[src/pfd_pkg.sv]
/*
 * Constants shared by the power-failure carry-flag block: register word
 * indices, field positions, reset values and widths.
 * Assumes a 32-bit APB slave with word-aligned registers.
 */
package pfd_pkg;
   localparam int         ADDR_W         = 12;
   localparam int         DATA_W         = 32;
   localparam int         IDX_W          = 10;

   // word indices; the byte address is four times the index
   localparam logic [9:0] CARRY_IDX      = 10'h000;
   localparam logic [9:0] STATE_IDX      = 10'h001;
   localparam logic [9:0] IRQ_STAT_IDX   = 10'h002;
   localparam logic [9:0] IRQ_MASK_IDX   = 10'h003;
   localparam logic [9:0] WDT_IDX        = 10'h016;

   // state register fields
   localparam int         ST_CARRY_BIT   = 0;
   localparam int         ST_DIS_BIT     = 1;
   localparam int         ST_WDT_BIT     = 2;
   localparam int         ST_POR_BIT     = 3;

   // interrupt status and mask fields
   localparam int         IRQ_CARRY_BIT  = 0;
   localparam int         IRQ_POR_BIT    = 1;
   localparam int         IRQ_WDT_BIT    = 2;
   localparam int         IRQ_N          = 3;

   localparam logic       DIS_RST        = 1'b1;
   localparam logic       FLAG_RST       = 1'b0;
   localparam logic [2:0] MASK_RST       = 3'h0;
endpackage

[src/flag_if.sv]
/*
 * Control and value of one sticky flag.
 * Assumes the owner module holds the flip-flop and the user drives it.
 */
interface flag_if;
   logic init;   // force to zero, strongest
   logic set;    // hardware event
   logic clr;    // read or write-one clear
   logic value;  // current flag

   modport owner (input init, input set, input clr, output value);
   modport user  (output init, output set, output clr, input value);
endinterface

[src/power_failure_carry_flag.sv]
/*
 * Power-failure detector: timer carry flag, its carry disable flip-flop,
 * the watchdog/stack reset flag, an interrupt status/mask pair and the
 * APB slave that reaches them.
 * Assumes all inputs are synchronous to pclk; presetn is the power-on
 * reset; por_clear and reset_pin_req are synchronous levels.
 */
// Implementation choices: the register addresses and register access over APB.
// What this block does
// - power-on-clear sets the carry disable flip-flop
// - reading the carry flag clears the disable flip-flop
// - disable flip-flop set blocks carry pulses from setting the flag
// - after power-on-clear the carry flag starts cleared
// - with disable clear, each carry pulse rising edge sets the flag
// - reading the carry flag clears it
// - flag reads 0 after power-on, 1 after chip-enable restart
// - reset pin acts on flag and disable flip-flop like power-on
// - watchdog or stack reset sets a read-and-clear flag at 16H bit 0
module power_failure_carry_flag (
   input  wire logic        pclk,             // system clock
   input  wire logic        presetn,          // async reset, active low
   input  wire logic [11:0] paddr,            // APB byte address
   input  wire logic        psel,             // APB select
   input  wire logic        penable,          // APB enable
   input  wire logic        pwrite,           // APB direction
   input  wire logic [31:0] pwdata,           // APB write data
   input  wire logic [3:0]  pstrb,            // APB byte strobes
   output logic      [31:0] prdata,           // APB read data
   output logic             pready,           // APB ready
   output logic             pslverr,          // APB error
   input  wire logic        por_clear,        // voltage detector output
   input  wire logic        reset_pin_req,    // external reset pin active
   input  wire logic        carry_pulse,      // timer 0 carry setting pulse
   input  wire logic        wdt_reset_evt,    // watchdog reset pulse
   input  wire logic        stack_reset_evt,  // stack over/underflow pulse
   output logic             carry_disable,    // disable flip-flop state
   output logic             irq               // level interrupt
);
   logic [31:0]                 prdata_ff;
   logic                        pready_ff;
   logic                        pslverr_ff;
   logic                        dis_ff;
   logic [pfd_pkg::IRQ_N-1:0]   mask_ff;
   logic                        irq_ff;
   logic [31:0]                 nxt_rdata;
   logic                        nxt_hit;
   logic [pfd_pkg::IDX_W-1:0]   idx;
   logic                        setup;
   logic                        rd_setup;
   logic                        wr_done;
   logic                        carry_rd;
   logic                        wdt_rd;
   logic                        por_any;
   logic [1:0]                  rises;
   logic                        carry_rise;
   logic                        por_rise;
   logic [pfd_pkg::IRQ_N-1:0]   irq_evt;
   logic [pfd_pkg::IRQ_N-1:0]   irq_stat;

   flag_if carry_fi ();
   flag_if wdt_fi ();
   flag_if irq_fi [pfd_pkg::IRQ_N] ();

   assign idx      = paddr[11:2];
   assign setup    = psel & ~penable;
   assign rd_setup = setup & ~pwrite;
   assign wr_done  = psel & penable & pready_ff & pwrite & ~pslverr_ff;
   assign por_any  = por_clear | reset_pin_req;

   // side effects of a read happen at the setup edge with the data capture
   assign carry_rd = rd_setup & (paddr[1:0] == 2'h0)
                   & (idx == pfd_pkg::CARRY_IDX);
   assign wdt_rd   = rd_setup & (paddr[1:0] == 2'h0)
                   & (idx == pfd_pkg::WDT_IDX);

   rise_detect #(
      .W (2)
   ) u_rise (
      .clk   (pclk),
      .rst_n (presetn),
      .lvl   ({por_any, carry_pulse}),
      .rise  (rises)
   );

   assign carry_rise = rises[0];
   assign por_rise   = rises[1];

   // carry disable flip-flop
   always_ff @(posedge pclk or negedge presetn) begin
      if (!presetn) begin
         dis_ff <= pfd_pkg::DIS_RST;
      end else if (por_any) begin
         dis_ff <= 1'b1;
      end else if (carry_rd) begin
         dis_ff <= 1'b0;
      end
   end

   // timer carry flag: zero at power-on, kept across chip-enable restart
   assign carry_fi.init = por_any;
   assign carry_fi.set  = carry_rise & ~dis_ff;
   assign carry_fi.clr  = carry_rd;

   sticky_flag #(
      .RST_VAL (pfd_pkg::FLAG_RST)
   ) u_carry (
      .clk   (pclk),
      .rst_n (presetn),
      .f     (carry_fi)
   );

   // watchdog or stack reset flag, read-and-clear
   assign wdt_fi.init = por_any;
   assign wdt_fi.set  = wdt_reset_evt | stack_reset_evt;
   assign wdt_fi.clr  = wdt_rd;

   sticky_flag #(
      .RST_VAL (pfd_pkg::FLAG_RST)
   ) u_wdt (
      .clk   (pclk),
      .rst_n (presetn),
      .f     (wdt_fi)
   );

   // interrupt status, write one to clear
   assign irq_evt[pfd_pkg::IRQ_CARRY_BIT] = carry_fi.set;
   assign irq_evt[pfd_pkg::IRQ_POR_BIT]   = por_rise;
   assign irq_evt[pfd_pkg::IRQ_WDT_BIT]   = wdt_fi.set;

   for (genvar i = 0; i < pfd_pkg::IRQ_N; i++) begin : g_irq
      assign irq_fi[i].init = 1'b0;
      assign irq_fi[i].set  = irq_evt[i];
      assign irq_fi[i].clr  = wr_done & pstrb[0] & pwdata[i]
                            & (idx == pfd_pkg::IRQ_STAT_IDX);
      assign irq_stat[i]    = irq_fi[i].value;

      sticky_flag #(
         .RST_VAL (1'b0)
      ) u_flag (
         .clk   (pclk),
         .rst_n (presetn),
         .f     (irq_fi[i])
      );
   end

   always_ff @(posedge pclk or negedge presetn) begin
      if (!presetn) begin
         mask_ff <= pfd_pkg::MASK_RST;
      end else if (wr_done && pstrb[0] &&
                   idx == pfd_pkg::IRQ_MASK_IDX) begin
         mask_ff <= pwdata[pfd_pkg::IRQ_N-1:0];
      end
   end

   always_ff @(posedge pclk or negedge presetn) begin
      if (!presetn) begin
         irq_ff <= 1'b0;
      end else begin
         irq_ff <= |(irq_stat & mask_ff);
      end
   end

   // read mux and address decode
   always_comb begin
      nxt_rdata = 32'h0000_0000;
      nxt_hit   = (paddr[1:0] == 2'h0);
      case (idx)
         pfd_pkg::CARRY_IDX: begin
            nxt_rdata[0] = carry_fi.value;
         end
         pfd_pkg::STATE_IDX: begin
            nxt_rdata[pfd_pkg::ST_CARRY_BIT] = carry_fi.value;
            nxt_rdata[pfd_pkg::ST_DIS_BIT]   = dis_ff;
            nxt_rdata[pfd_pkg::ST_WDT_BIT]   = wdt_fi.value;
            nxt_rdata[pfd_pkg::ST_POR_BIT]   = por_any;
         end
         pfd_pkg::IRQ_STAT_IDX: begin
            nxt_rdata[pfd_pkg::IRQ_N-1:0] = irq_stat;
         end
         pfd_pkg::IRQ_MASK_IDX: begin
            nxt_rdata[pfd_pkg::IRQ_N-1:0] = mask_ff;
         end
         pfd_pkg::WDT_IDX: begin
            nxt_rdata[0] = wdt_fi.value;
         end
         default: begin
            nxt_hit = 1'b0;
         end
      endcase
   end

   // apb response: one access cycle, ready in the access phase
   always_ff @(posedge pclk or negedge presetn) begin
      if (!presetn) begin
         pready_ff  <= 1'b0;
         pslverr_ff <= 1'b0;
      end else begin
         pready_ff  <= setup;
         pslverr_ff <= setup & ~nxt_hit;
      end
   end

   always_ff @(posedge pclk or negedge presetn) begin
      if (!presetn) begin
         prdata_ff <= 32'h0000_0000;
      end else if (rd_setup) begin
         prdata_ff <= nxt_hit ? nxt_rdata : 32'h0000_0000;
      end
   end

   assign prdata        = prdata_ff;
   assign pready        = pready_ff;
   assign pslverr       = pslverr_ff;
   assign carry_disable = dis_ff;
   assign irq           = irq_ff;
endmodule

[src/sticky_flag.sv]
/*
 * One sticky flag: init beats set, set beats clear.
 * Assumes init, set and clr are synchronous to clk.
 */
module sticky_flag #(
   parameter logic RST_VAL = 1'b0
) (
   input wire logic clk,    // system clock
   input wire logic rst_n,  // async reset, active low
   flag_if.owner    f       // flag controls
);
   logic flag_ff;

   always_ff @(posedge clk or negedge rst_n) begin
      if (!rst_n) begin
         flag_ff <= RST_VAL;
      end else if (f.init) begin
         flag_ff <= 1'b0;
      end else if (f.set) begin
         flag_ff <= 1'b1;
      end else if (f.clr) begin
         flag_ff <= 1'b0;
      end
   end

   assign f.value = flag_ff;
endmodule

[src/rise_detect.sv]
/*
 * Rising-edge detector for a group of synchronous levels.
 * Assumes inputs already belong to the clk domain.
 */
module rise_detect #(
   parameter int W = 1
) (
   input  wire logic         clk,    // system clock
   input  wire logic         rst_n,  // async reset, active low
   input  wire logic [W-1:0] lvl,    // levels to watch
   output logic      [W-1:0] rise    // one-cycle pulse per rising edge
);
   logic [W-1:0] prev_ff;

   always_ff @(posedge clk or negedge rst_n) begin
      if (!rst_n) begin
         prev_ff <= '0;
      end else begin
         prev_ff <= lvl;
      end
   end

   assign rise = lvl & ~prev_ff;
endmodule

[config.mk]
export PLATFORM = sky130hd
export DESIGN_NAME = power_failure_carry_flag
export DESIGN_NICKNAME = d
export VERILOG_FILES = /design/src/pfd_pkg.sv /design/src/flag_if.sv /design/src/power_failure_carry_flag.sv /design/src/sticky_flag.sv /design/src/rise_detect.sv
export SDC_FILE = /design/constraint.sdc
export NUM_CORES = 1
export LEC_CHECK = 0
export BUFFER_PORTS_ARGS = -buffer_cell sky130_fd_sc_hd__buf_2
export CAP_MARGIN = 40
export CORE_MARGIN = 2
export CORE_UTILIZATION = 42
export DETAILED_ROUTE_END_ITERATION = 16
export PLACE_DENSITY = 0.95
export REMOVE_ABC_BUFFERS = 1
export SLEW_MARGIN = 25
export SYNTH_ARGS = -nofsm -noshare
export SYNTH_HDL_FRONTEND = slang
export SYNTH_HIERARCHICAL = 1
export SYNTH_SLANG_ARGS = --single-unit
[constraint.sdc]
create_clock -name pclk -period 3.2 [get_ports pclk]
set_clock_uncertainty 0.05 [all_clocks]
set_input_delay 0.64 -clock pclk [delete_from_list [all_inputs] [get_ports pclk]]
set_output_delay 0.64 -clock pclk [all_outputs]
set_load 0.005 [all_outputs]
==> results.env <==
SYNTH_TOP_AREA_CELL='dfrtp_1'
YOSYS-TOP-CELLS-COUNT='buf_4 (28), dfrtp_1 (17), inv_1 (7), nand2b_1 (7), nor2_1 (6)'
TIMING.FINAL.HOLD_VIOLATIONS=0
DPL-INSTANCE-AREA_SQ_UM=1280
CP_MAX_FO=5
HOLD_PATH_CLASS='in2async'
CLOCKROOTBUFFER='clkbuf_4'
DRC_ERRORS=0
DRT.ANTENNA.VIOLATING_NETS=0
POST_SYNTH_INST_COUNT=121
DETAIL_ROUTE.WL_PER_CELL_MICRONS=11.9
FINAL_NET_COUNT=217
CTS_BUFFERS=3
CTS_TREE='built'
YOSYSWARNINGCOUNT=6
LAYOUT_MIN_CYCLE_TIME_NS=1.71
GRT_START_MAX_NET_PINS=19
TOP_CELLS_BY_AREA_IN_THE_SYNTHESIZED_NETLIST='dfrtp_1 (36%), buf_4 (18%), mux2_2 (4.8%), a21oi_2 (3.7%), nand2b_1 (3.7%)'
DIE_W_MICRONS=57
NUM_VIAS=912
PLACE.PORT_BUFFERS=33
CLOCK_PATH_BUFFERS=2
ANTENNADIODECOUNT=0
SYNTHFLOPTYPE='dfrtp_1'
WORSTSETUPPATHTYPE='in2reg'
SYNTHARSTFLOPSHARE_PCT=100
FLOORPLAN.INITIALDENSITY_PCT=43.5
PRE_REPAIR_DR_ITERATION_COUNT=4
YOSYSMOSTFREQUENTCELL='buf_4'
NUM_ROWS=19
CLK_LATENCY_NS=0.31
FMAX_MHz=586
CRITICAL_PATH_REQUIRED_NS=3.35
DESIGN.DIE.AREA_SQ_UM=3250
PERIOD_SHARE_PCT=53.4
FINAL_DESIGN_AREA_NO_FILL_SQ_UM=1310
WORST_SETUP_HOLD_PATH_CLK_SLEW_NS=0.11
REPORT.FINAL.SLEW_VIOL_COUNT=0
TIMING.CRITICAL_PATH.ARRIVAL_NS=1.86
YS_FF_LATCH=18
IO-PIN-COUNT=94
GRT_USE_TOTAL_PCT=15.4
OUTCOME='finished clean'
RR_ENDPOINT='g_irq[1].u_flag/f.value'
UNREPAIRED_SETUP_ENDPOINTS_AFTER_GLOBAL_ROUTING='false'
REG2REG_DEPTH=6
CTS_SINK_COUNT=18
DRV.MAX_CAP_VIOLATION_COUNT=0
DIE_H_MICRONS=57
LEAKAGE_nW=0.698
FIRST_GLOBAL_VIAS=873
SYNTH_ENABLE_FLOP_CELLS=0
DRC_MARKER_COUNT_FROM_THE_FIRST_DETAILED_ROUTE_ITERATION=43
DETAIL_ROUTE.WIRELENGTH_MICRONS=2240
TNS_NS=0
POWER_DENSITY_nW_PER_UM2=337
GRT_FIRST_PASS_WIRELENGTH_MICRONS=3800
START_KIND='input port'
CELL_VARIETY_AFTER_SYNTH=34
GP_ROUTABILITY_CONGESTION=0.807
CLOCK_TREE.HTREE_LEVEL_COUNT=1
CTS_RESIZED=0
AREA.GROWTH.SYNTH_TO_FINAL_PCT=11.2
GLOBAL_ROUTE.OVERFLOW_TOTAL=0
ENDPOINT_KIND='flip-flop'
FF2FF_SETUP_SLACK_NS=1.75
CTS_HOLD_REPAIR.BUFFERS=0
SYNTH_TOP_AREA_SHARE_PCT=36.1
SETUP-VIOLATIONS-FINAL=0
POSTCTSSETUPREPAIRBUFS=0
YS_SEQ_AREA_SHARE_PCT=38.3
MAX-VDD-IR-DROP_mV=0.166
SETUP.WORST_PATH.END='mask_ff[1]'
NETLIST_AREA_SQ_UM=1180
LAYOUT-DRIVE-GT1-SHARE_PCT=34.8
CORE_SQ_UM=2710
CRIT-REG2REG-LAUNCH='pslverr'
SYNTHESIS.AREA_PER_INSTANCE_SQ_UM=9.75
CRIT_START='paddr[7]'
POST_DRT_VIA_CELL_RATIO=4.83
POST-DP-HPWL_MICRONS=1780
NUMBER_OF_ANTENNA_VIOLATIONS_AT_THE_FIRST_CHECK_IN_GLOBAL_ROUTING=0
-- logic make-up (layout without fill, tap and decap cells) --
logic type	after synthesis	after routing	share of synthesized area, %
AO/OA/AOI/OAI	17	17	10.7
buffers and inverters	37	44	20.9
flip-flops	18	18	38.3
multiplexers	6	6	5.62
other	1	31	0.318
AND/OR/NAND/NOR	42	42	24.2
-- worst min path at each step --
stage                                    to
floorplan           g_irq[0].u_flag/f.value
global placement                  prdata[3]
detailed placement                prdata[3]
CTS                           u_wdt/f.value
global route                     mask_ff[0]
finish              g_irq[2].u_flag/f.value
-- flip-flops by register name, indices dropped and copies added (netlist names) --
signal / flops
irq: 1
u_carry/f.value: 1
pslverr: 1
mask_ff: 3
u_rise/prev_ff: 2
pready: 1
g_irq.u_flag/f.value: 3
u_wdt/f.value: 1
carry_disable: 1
prdata: 4
-- power breakdown --
part / switching (mW) / internal, mW / leakage (nW) / total, mW
clock: 0.0756 / 0.0696 / 0.0210 / 0.145
sequential: 0.00390 / 0.232 / 0.236 / 0.236
combinational: 0.0368 / 0.0240 / 0.440 / 0.0608
total: 0.116 / 0.326 / 0.698 / 0.442
-- per-layer routing --
layer	routed length [microns]	GRT usage [%]	up-vias
met5	0	0	-
met4	54	8.97	0
met3	182	5.22	9
met2	1200	26.4	43
met1	804	16.4	435
li1	-	-	425
-- layout make-up --
cell class / count / area, sq um
clock buffer: 4 / 36.3
fill: 266 / 1400
inverter: 7 / 26.3
multi-input combinational: 96 / 594
sequential: 18 / 452
tap: 31 / 38.8
timing repair buffer: 33 / 165
-- through the flow --
step / total power [mW] / hold slack [ns] / utilization, % / setup WS, ns / std cells
detailed placement: 0.300 / 0.423 / 47.1 / 1.17 / 185
global placement: 0.298 / 0.415 / 47.1 / 1.21 / 185
floorplan: 0.268 / 0.294 / - / 1.41 / 121
global route: 0.460 / 0.209 / 48.4 / 1.43 / 189
CTS: 0.442 / 0.208 / 48.4 / 1.48 / 189
finish: 0.442 / 0.190 / 48.4 / 1.49 / 189
-- cells in the final DEF (no fill, tap or decap), types with 3 or more instances in the layout --
master,Yosys,final
a21oi_2,5,5
nand2b_1,7,7
inv_1,7,7
dfrtp_1,17,17
o21ai_0,4,4
nor2b_1,3,3
clkbuf_4,0,3
conb_1,1,31
nand2_1,5,5
nor2_1,6,6
nand4_1,3,3
and2_1,4,4
mux2_2,5,5
a22oi_1,3,3
buf_2,1,33
-- worst max-delay path: stages --
cell and delay (ns):
buf_2 0.11, nor4_4 0.28, nor3b_4 0.32, nand4_2 0.20, mux2_2 0.30
Note: power is estimated with default switching activity, not from simulation.
